## config.mk

```make
export PLATFORM = sky130hd
export DESIGN_NAME = spie_engine
export DESIGN_NICKNAME = d
export VERILOG_FILES = /design/src/design/spie_pkg.sv /design/src/design/spie_buf2.sv /design/src/design/spie_engine.sv
export SDC_FILE = /design/constraint.sdc
export NUM_CORES = 1
export LEC_CHECK = 0
export BUFFER_PORTS_ARGS = -buffer_cell sky130_fd_sc_hd__buf_2
export CAP_MARGIN = 5
export CORE_UTILIZATION = 60
export CTS_BUF_LIST = sky130_fd_sc_hd__clkbuf_4 sky130_fd_sc_hd__clkbuf_8
export CTS_CLUSTER_DIAMETER = 100
export DETAILED_ROUTE_END_ITERATION = 16
export MAX_ROUTING_LAYER = met4
export PLACE_DENSITY = 0.82
export SLEW_MARGIN = 5
export SYNTH_ARGS = -nofsm -noshare
export SYNTH_HDL_FRONTEND = slang
export SYNTH_SLANG_ARGS = --single-unit
export TNS_END_PERCENT = 100
```

## constraint.sdc

```tcl
create_clock -name mclk -period 3 [get_ports mclk]
set_input_delay 0.3 -clock mclk [delete_from_list [all_inputs] [get_ports mclk]]
set_output_delay 0.3 -clock mclk [all_outputs]
set_load 0.05 [all_outputs]
```

## src/design/spie_pkg.sv

```systemverilog
// Shared constants and carrier types of the serial byte-transfer engine.
// Assumes a single 200 MHz system clock; link pins arrive unsynchronised.
package spie_pkg;

  // ---------------------------------------------------------------
  // Clock and serial timing
  // ---------------------------------------------------------------
  localparam int CLK_MHZ = 200;
  localparam int SCLK_HALF_NS = 250;
  localparam int SCLK_HALF_CYCLES = (SCLK_HALF_NS * CLK_MHZ + 999) / 1000;
  localparam int DIV_W = 8;
  localparam logic [DIV_W-1:0] DIV_LAST = DIV_W'(SCLK_HALF_CYCLES - 1);
  localparam logic [DIV_W-1:0] DIV_RESET = 8'h00;

  // ---------------------------------------------------------------
  // Transfer shape
  // ---------------------------------------------------------------
  localparam int BYTE_W = 8;
  localparam int EDGE_W = 4;
  localparam logic [EDGE_W-1:0] EDGE_LAST = 4'hF;
  localparam logic [EDGE_W-1:0] EDGE_RESET = 4'h0;
  localparam int TXQ_DEPTH = 2;
  localparam logic [BYTE_W-1:0] BYTE_RESET = 8'h00;
  localparam logic [BYTE_W-1:0] SLAVE_IDLE_BYTE = 8'hFF;

  // ---------------------------------------------------------------
  // Carrier types
  // ---------------------------------------------------------------
  typedef enum logic [1:0] {SP_IDLE, SP_SHIFT, SP_TAIL} spie_state_t;

  typedef struct packed {
    logic master_mode;
    logic clk_polarity;
    logic clk_phase;
    logic lsb_first_enable;
  } spie_cfg_t;

  typedef struct packed {
    logic sclk;
    logic mosi;
    logic miso;
    logic ss_n;
  } spie_pins_in_t;

  typedef struct packed {
    logic sclk;
    logic sclk_oe_n;
    logic mosi;
    logic mosi_oe_n;
    logic miso;
    logic miso_oe_n;
    logic ss_n;
    logic ss_n_oe_n;
  } spie_pins_out_t;

endpackage

```

## src/design/spie_buf2.sv

```systemverilog
// Small valid/ready FIFO standing between the software write port and the shifter.
// Assumes both sides run on mclk; push and pop may happen in the same cycle.
`timescale 1ns/10ps
`default_nettype none

module spie_buf2
  import spie_pkg::*;
#(
  parameter int WIDTH = BYTE_W,
  parameter int DEPTH = TXQ_DEPTH
) (
  input wire logic mclk,
  input wire logic reset,
  input wire logic in_valid,
  output logic in_ready,
  input wire logic [WIDTH-1:0] in_data,
  output logic out_valid,
  input wire logic out_ready,
  output logic [WIDTH-1:0] out_data
);

  localparam int PTR_W = (DEPTH > 1) ? $clog2(DEPTH) : 1;
  localparam int CNT_W = $clog2(DEPTH + 1);

  logic [WIDTH-1:0] mem [DEPTH];
  logic [PTR_W-1:0] wr_ptr_reg;
  logic [PTR_W-1:0] rd_ptr_reg;
  logic [CNT_W-1:0] count_reg;
  wire push = in_valid && in_ready;
  wire pop = out_valid && out_ready;

  // ---------------------------------------------------------------
  // Status and head
  // ---------------------------------------------------------------
  assign in_ready = (count_reg != CNT_W'(DEPTH));
  assign out_valid = (count_reg != '0);
  assign out_data = mem[rd_ptr_reg];

  // Wrap a pointer at the depth
  function automatic logic [PTR_W-1:0] bump(input logic [PTR_W-1:0] p);
    bump = (p == PTR_W'(DEPTH - 1)) ? '0 : PTR_W'(p + 1'b1);
  endfunction

  // Storage, written only on push
  always_ff @(posedge mclk) begin
    if (push) begin
      mem[wr_ptr_reg] <= in_data;
    end
  end

  // Pointers and occupancy
  always_ff @(posedge mclk or posedge reset) begin
    if (reset) begin
      wr_ptr_reg <= '0;
      rd_ptr_reg <= '0;
      count_reg <= '0;
    end else begin
      if (push) wr_ptr_reg <= bump(wr_ptr_reg);
      if (pop) rd_ptr_reg <= bump(rd_ptr_reg);
      if (push && !pop) count_reg <= CNT_W'(count_reg + 1'b1);
      else if (pop && !push) count_reg <= CNT_W'(count_reg - 1'b1);
    end
  end

endmodule

`default_nettype wire

```

## src/design/spie_engine.sv

```systemverilog
// Serial byte-transfer engine: master or slave, four clock formats, either bit order.
// Assumes link pins are asynchronous to mclk; software strobes are mclk-synchronous.
`timescale 1ns/10ps
`default_nettype none

module spie_engine
  import spie_pkg::*;
(
  input wire logic mclk,
  input wire logic reset,
  input wire logic block_enable,
  input wire spie_cfg_t cfg,
  input wire logic wr_valid,
  output logic wr_ready,
  input wire logic [BYTE_W-1:0] wr_data,
  input wire logic rd_strobe,
  output logic [BYTE_W-1:0] serial_data_register,
  output logic tx_buffer_empty_flag,
  output logic rx_buffer_full_flag,
  output logic busy,
  input wire spie_pins_in_t pins_in,
  output spie_pins_out_t pins_out
);

  // ---------------------------------------------------------------
  // Pin synchronisers
  // ---------------------------------------------------------------
  spie_pins_in_t sync1_reg;
  spie_pins_in_t sync2_reg;
  logic sclk_prev_reg;
  logic ss_prev_reg;

  // Two flops per pin; only the second stage feeds logic
  always_ff @(posedge mclk or posedge reset) begin
    if (reset) begin
      sync1_reg <= '{sclk: 1'b0, mosi: 1'b0, miso: 1'b0, ss_n: 1'b1};
      sync2_reg <= '{sclk: 1'b0, mosi: 1'b0, miso: 1'b0, ss_n: 1'b1};
      sclk_prev_reg <= 1'b0;
      ss_prev_reg <= 1'b1;
    end else begin
      sync1_reg <= pins_in;
      sync2_reg <= sync1_reg;
      sclk_prev_reg <= sync2_reg.sclk;
      ss_prev_reg <= sync2_reg.ss_n;
    end
  end

  wire slave_sel = !sync2_reg.ss_n;
  wire ss_fall = ss_prev_reg && !sync2_reg.ss_n;
  wire sclk_edge = sclk_prev_reg ^ sync2_reg.sclk;

  // ---------------------------------------------------------------
  // Transmit queue
  // ---------------------------------------------------------------
  logic q_valid;
  logic q_pop;
  logic [BYTE_W-1:0] q_data;

  // Any entry count below the depth means the transmit stage has room
  spie_buf2 #(.WIDTH(BYTE_W), .DEPTH(TXQ_DEPTH)) u_txq (
    .mclk(mclk),
    .reset(reset),
    .in_valid(wr_valid),
    .in_ready(wr_ready),
    .in_data(wr_data),
    .out_valid(q_valid),
    .out_ready(q_pop),
    .out_data(q_data)
  );
  assign tx_buffer_empty_flag = !q_valid;

  // ---------------------------------------------------------------
  // Serial clock divider
  // ---------------------------------------------------------------
  logic [DIV_W-1:0] div_reg;
  wire half_tick = (div_reg == DIV_LAST);

  // One-cycle pulse every half serial clock period
  always_ff @(posedge mclk or posedge reset) begin
    if (reset) begin
      div_reg <= DIV_RESET;
    end else if (half_tick) begin
      div_reg <= DIV_RESET;
    end else begin
      div_reg <= DIV_W'(div_reg + 1'b1);
    end
  end

  // ---------------------------------------------------------------
  // Bit-order helpers
  // ---------------------------------------------------------------
  // Bit that leaves next
  function automatic logic head_bit(input logic [BYTE_W-1:0] v, input logic lsb_first);
    head_bit = lsb_first ? v[0] : v[BYTE_W-1];
  endfunction

  // Shift a byte one place, inserting at the tail end of the chosen order
  function automatic logic [BYTE_W-1:0] shift_in(input logic [BYTE_W-1:0] v,
                                                 input logic b, input logic lsb_first);
    shift_in = lsb_first ? {b, v[BYTE_W-1:1]} : {v[BYTE_W-2:0], b};
  endfunction

  // ---------------------------------------------------------------
  // Control decode
  // ---------------------------------------------------------------
  spie_state_t state_reg;
  spie_state_t state_next;
  logic [EDGE_W-1:0] edge_reg;
  logic [BYTE_W-1:0] tx_shift_reg;
  logic [BYTE_W-1:0] rx_shift_reg;
  logic [BYTE_W-1:0] rx_data_reg;
  logic rx_full_reg;
  logic out_bit_reg;
  logic sclk_reg;
  logic ss_out_reg;

  wire is_master = cfg.master_mode;
  wire in_shift = (state_reg == SP_SHIFT);
  wire link_edge = in_shift && (is_master ? half_tick : (sclk_edge && slave_sel));
  wire in_bit = is_master ? sync2_reg.miso : sync2_reg.mosi;
  // Phase 1 presents on odd edges numbered from one, phase 0 on even ones except the sixteenth
  wire present_edge = link_edge && (cfg.clk_phase ? !edge_reg[0]
                                    : (edge_reg[0] && edge_reg != EDGE_LAST));
  wire sample_edge = link_edge && (cfg.clk_phase ? edge_reg[0] : !edge_reg[0]);
  wire last_edge = link_edge && (edge_reg == EDGE_LAST);
  // Master ends half a period after the sixteenth edge; slave at the edge itself
  wire done = is_master ? (state_reg == SP_TAIL && half_tick) : last_edge;
  wire slave_start = !is_master && slave_sel && (cfg.clk_phase || ss_fall);
  wire master_start = is_master && q_valid && half_tick;
  wire start = block_enable && (state_reg == SP_IDLE || done)
               && (is_master ? master_start : slave_start);
  wire abort = !block_enable || (!is_master && !slave_sel && state_reg != SP_IDLE);
  wire [BYTE_W-1:0] load_byte = q_valid ? q_data : SLAVE_IDLE_BYTE;
  wire [BYTE_W-1:0] rx_final = shift_in(rx_shift_reg, in_bit, cfg.lsb_first_enable);
  // Phase 0 takes its last bit one edge before the end, phase 1 on the last edge itself
  wire [BYTE_W-1:0] rx_whole = cfg.clk_phase ? rx_final : rx_shift_reg;
  wire rx_done_byte = last_edge;

  assign q_pop = start && q_valid;

  // Next state
  always_comb begin
    state_next = state_reg;
    unique case (state_reg)
      SP_IDLE: if (start) state_next = SP_SHIFT;
      SP_SHIFT: if (last_edge) state_next = is_master ? SP_TAIL : SP_IDLE;
      SP_TAIL: if (done) state_next = start ? SP_SHIFT : SP_IDLE;
    endcase
    if (abort) state_next = SP_IDLE;
    else if (start) state_next = SP_SHIFT;
  end

  // ---------------------------------------------------------------
  // State, edge count and serial clock
  // ---------------------------------------------------------------
  always_ff @(posedge mclk or posedge reset) begin
    if (reset) begin
      state_reg <= SP_IDLE;
      edge_reg <= EDGE_RESET;
      sclk_reg <= 1'b0;
      ss_out_reg <= 1'b1;
    end else begin
      state_reg <= state_next;
      if (start) edge_reg <= EDGE_RESET;
      else if (link_edge) edge_reg <= EDGE_W'(edge_reg + 1'b1);
      if (start || state_next == SP_IDLE) sclk_reg <= cfg.clk_polarity;
      else if (link_edge && is_master) sclk_reg <= !sclk_reg;
      ss_out_reg <= !(is_master && state_next != SP_IDLE);
    end
  end

  // ---------------------------------------------------------------
  // Shifters
  // ---------------------------------------------------------------
  // Phase 0 shows the first bit at load; phase 1 waits for the first edge
  always_ff @(posedge mclk or posedge reset) begin
    if (reset) begin
      tx_shift_reg <= BYTE_RESET;
      rx_shift_reg <= BYTE_RESET;
      out_bit_reg <= 1'b0;
    end else if (start) begin
      if (cfg.clk_phase) begin
        tx_shift_reg <= load_byte;
      end else begin
        out_bit_reg <= head_bit(load_byte, cfg.lsb_first_enable);
        tx_shift_reg <= shift_in(load_byte, 1'b0, cfg.lsb_first_enable);
      end
      rx_shift_reg <= BYTE_RESET;
    end else begin
      if (present_edge) begin
        out_bit_reg <= head_bit(tx_shift_reg, cfg.lsb_first_enable);
        tx_shift_reg <= shift_in(tx_shift_reg, 1'b0, cfg.lsb_first_enable);
      end
      if (sample_edge) rx_shift_reg <= rx_final;
    end
  end

  // ---------------------------------------------------------------
  // Receive stage
  // ---------------------------------------------------------------
  // Capture the finished byte into the stage; a full stage keeps its byte
  always_ff @(posedge mclk or posedge reset) begin
    if (reset) begin
      rx_data_reg <= BYTE_RESET;
      rx_full_reg <= 1'b0;
    end else begin
      if (rx_done_byte && !rx_full_reg) begin
        rx_data_reg <= rx_whole;
        rx_full_reg <= 1'b1;
      end else if (rd_strobe) begin
        rx_full_reg <= 1'b0;
      end
    end
  end

  assign serial_data_register = rx_data_reg;
  assign rx_buffer_full_flag = rx_full_reg;
  assign busy = (state_reg != SP_IDLE);

  // ---------------------------------------------------------------
  // Pin drive, enables active low
  // ---------------------------------------------------------------
  assign pins_out.sclk = sclk_reg;
  assign pins_out.sclk_oe_n = !(block_enable && is_master);
  assign pins_out.mosi = out_bit_reg;
  assign pins_out.mosi_oe_n = !(block_enable && is_master);
  assign pins_out.miso = out_bit_reg;
  assign pins_out.miso_oe_n = !(block_enable && !is_master && slave_sel);
  assign pins_out.ss_n = ss_out_reg;
  assign pins_out.ss_n_oe_n = !(block_enable && is_master);

endmodule

`default_nettype wire

```

==> flow_summary_export.csv <==
group,metric,value,unit
synth,synth_top_area_share,0.3602,
routing,wl_per_cell,13.46,microns
floorplanning,die-area,0.006335,sq mm
synth,yosys.area.top_type,"dfrtp_1",
routing,detail_route.drc_violations,0,
routing,vias_per_cell,5.544,
grt,antenna_found_initial,0,
sta,clock_skew,7.393,ps
final_layout,layout-drive-gt1-share,0.1974,
place,gp_congestion,0.8557,
power_and_ir_drop,vdd_drop_max,0.6402,mV
power_and_ir_drop,clock_power_share,0.275,
synth,avgSynthCellArea,10.47,sq um
final_layout,fin_area,0.003984,sq mm
floorplanning,start_util,0.6403,
setup_path,crit_arrival,2570,ps
sta,finalHoldViolations,0,
synth,ys.flop_type,"dfrtp_1",
synth,synth_edf_count,16,
synth,synth-async-reset-ratio,0.7778,
clocking,cts_buffer_depth,2,
setup_path,cp.required,3260,ps
synth,ys_ff_latch,72,
sta,tightestPinTransition,692.8,ps
power_and_ir_drop,switching_power,0.9120,mW
routing,vias,2506,
place,dp_hpwl,4205,microns
clocking,clockRootBuffer,"clkbuf_8",
power_and_ir_drop,p_comb_frac,0.262,
floorplanning,core-area,0.005642,sq mm
clocking,postCtsSetupBuffers,0,
setup_path,critical_path_class,"reg -> reg",
routing,wl,6086,microns
power_and_ir_drop,seqPwrFrac,0.463,
clocking,clkLatencyLatePin,340,ps
power_and_ir_drop,p_sw_frac,0.3303,
setup_path,cp-end-kind,"flip-flop",
final_layout,fin_cells,452,
synth,ys_types,45,
sta,max_freq,433.3,MHz
final_layout,syn_to_final_growth,10.29,%
power_and_ir_drop,intPower,1.849,mW
grt,grt_pass1_wl,10410,microns
final_layout,largest_reg_flops,16,
sta,layout_min_cycle_time,2308,ps
place,io_buffers,40,
synth,yosysWarningCount,0,
grt,grt_usage,0.2229,
clocking,clock-sinks,72,
sta,setup_violations,0,
place,post_dp_cell_area,0.003787,sq mm
floorplanning,rows,27,
sta,fin_crit_sh,0.7693,
clocking,cts_resized,0,
floorplanning,ios,41,
routing,final_antenna_net_count,0,
setup_path,critPathMaxFanout,5,
sta,rsz0062_at_grt,"false",
min_path,min_path_type,"in -> reg",
routing,dr.first_iter.drc_count,176,
power_and_ir_drop,power,2.761,mW
synth,syn_nets,373,
synth,syn_area,0.003612,sq mm
setup_path,start_kind,"flip-flop",
power_and_ir_drop,power.density,693.1,mW/mm^2
floorplanning,die_w,79.59,microns
place,placed_cells,436,
clocking,clkSlewWorstSetupHoldPaths,70,ps
power_and_ir_drop,p_leak,1.745,nW
sta,maxSlewHeadroom,0.5381,
synth,netlist_top_cells_area,"dfrtp_1 36%, edfxtp_1 13%, mux2i_1 7.5%, nand2_1 4.3%, o21ai_0 4.0%",
synth,seq_area_frac_synth,0.5223,
clocking,htreeDepth,3,
routing,drt_first_pass_iters,4,
grt,grt_start_max_net_pins,57,
final_layout,top_register,"u_txq.mem",
final_layout,diodes,0,
run_status,outcome,"finished, final reports clean",
floorplanning,die_h,79.59,microns
clocking,cts_made_buffers,9,
grt,grt_pass1_vias,2372,
setup_path,r2r_setup_slack,690,ps
synth,synthCells,345,
final_layout,final_nets,403,
sta,report.final.slew_viol_count,0,
clocking,cts_tree,"built",
grt,grt_overflow,0,
sta,fin_setup_tns,0,ps
flow_run,max_cap_viol_count,0,
clocking,postCtsHoldBufs,0,
-- cell type report --
type	instances	area (sq um)
sequential	72	1887
fill	434	1658
clock buffer	13	153.9
tap	72	90.09
multi-input combinational	238	1550
clock inverter	3	42.54
timing repair buffer	42	215.2
inverter	12	45.04
-- critical path, cell delays in order, from the launching register on --
cell	delay, ps
dfrtp_1	420
ha_1	240
and3_1	280
a41oi_1	200
a221oi_2	330
nand2_1	120
ha_1	230
xor2_1	150
nor2_1	120
xor2_1	150
-- routing by layer --
metal | up-vias | wire, microns | track usage
met3 | 12 | 240 | 0.03886
met2 | 65 | 2847 | 0.3496
met1 | 1154 | 2877 | 0.2788
li1 | 1275 | - | -
met5 | - | 0 | -
met4 | 0 | 121 | 0.1127
-- final timing paths --
| check | startpoint | endpoint | cells after the start |
|---|---|---|---|
| worst max-delay path | edge_reg[0]$_DFFE_PP0P_ | u_txq.count_reg[1]$_DFFE_PP0P_ | 9 |
| worst min-delay path | pins_in[0] | sync1_reg[0]$_DFF_PP1_ | 1 |
| worst max register to register | edge_reg[0]$_DFFE_PP0P_ | u_txq.count_reg[1]$_DFFE_PP0P_ | 9 |
| worst min register to register | sync1_reg[1]$_DFF_PP0_ | sync2_reg[1]$_DFF_PP0_ | 0 |
| max in group asynchronous | reset | sync1_reg[3]$_DFF_PP0_ | 3 |
| min in group asynchronous | reset | sync2_reg[2]$_DFF_PP0_ | 3 |
-- through the flow --
stage | utilization | setup WS (ps) | hold WS, ps
floorplan | - | 665.4 | 304.5
global placement | 0.6713 | 803.6 | 333.1
detailed placement | 0.6713 | 728.0 | 341.1
CTS | 0.7061 | 699.0 | 44.12
global route | 0.7061 | 497.9 | 48.68
finish | 0.7061 | 692.0 | 56.39
-- synthesized netlist by cell type (2+ instances only) --
cell type / instances
a211oi_1: 12
xor2_1: 6
a22oi_1: 2
nand2_1: 41
nor2_1: 30
buf_1: 2
a211oi_2: 4
nand2b_1: 4
o211ai_1: 7
mux2i_1: 27
dfstp_2: 4
nand3_1: 9
o21ai_0: 29
buf_6: 2
nand4_1: 2
edfxtp_1: 16
ha_1: 7
and4bb_2: 2
buf_2: 5
inv_1: 11
nor2b_1: 12
buf_4: 6
xnor2_1: 8
a21oi_1: 12
and2_1: 2
and3_1: 3
a31oi_1: 3
dfrtp_1: 52
a41oi_1: 2
clkbuf_1: 8
-- cells by family after synthesis --
logic type	synth area share
AND/OR/NAND/NOR	0.1493
AO/OA/AOI/OAI	0.1469
flip-flops	0.5223
buffers and inverters	0.04849
multiplexers	0.07482
XOR/XNOR	0.03395
adder cells (fa/ha/maj)	0.02425
-- power by group through the flow --
stage               combinational (mW)  clock, mW  sequential, mW
floorplan                        0.630          0            1.25
global placement                 0.706          0            1.29
detailed placement               0.726          0            1.30
CTS                              0.732      0.771            1.28
global route                     0.807      0.816            1.30
finish                           0.723      0.759            1.28
-- placed cells by master, fill, tap and decap left out, types with 2 or more instances in the layout --
| cell type | count |
|---|---|
| and3_1 | 3 |
| dfrtp_1 | 52 |
| nand2_1 | 41 |
| a211oi_2 | 4 |
| clkbuf_8 | 9 |
| nand2b_1 | 4 |
| o21ai_0 | 29 |
| buf_2 | 40 |
| nand4_1 | 2 |
| and2_1 | 2 |
| a31oi_1 | 3 |
| buf_4 | 2 |
| xor2_1 | 6 |
| a22oi_1 | 2 |
| mux2i_1 | 27 |
| a21oi_1 | 12 |
| nor2_1 | 30 |
| ha_1 | 7 |
| o211ai_1 | 7 |
| nor2b_1 | 12 |
| edfxtp_1 | 16 |
| clkbuf_4 | 4 |
| xnor2_1 | 8 |
| dfstp_2 | 4 |
| inv_1 | 10 |
| nand3_1 | 9 |
| and4bb_2 | 2 |
| a41oi_1 | 2 |
| a211oi_1 | 12 |
Note: power is estimated with default switching activity, not from simulation.
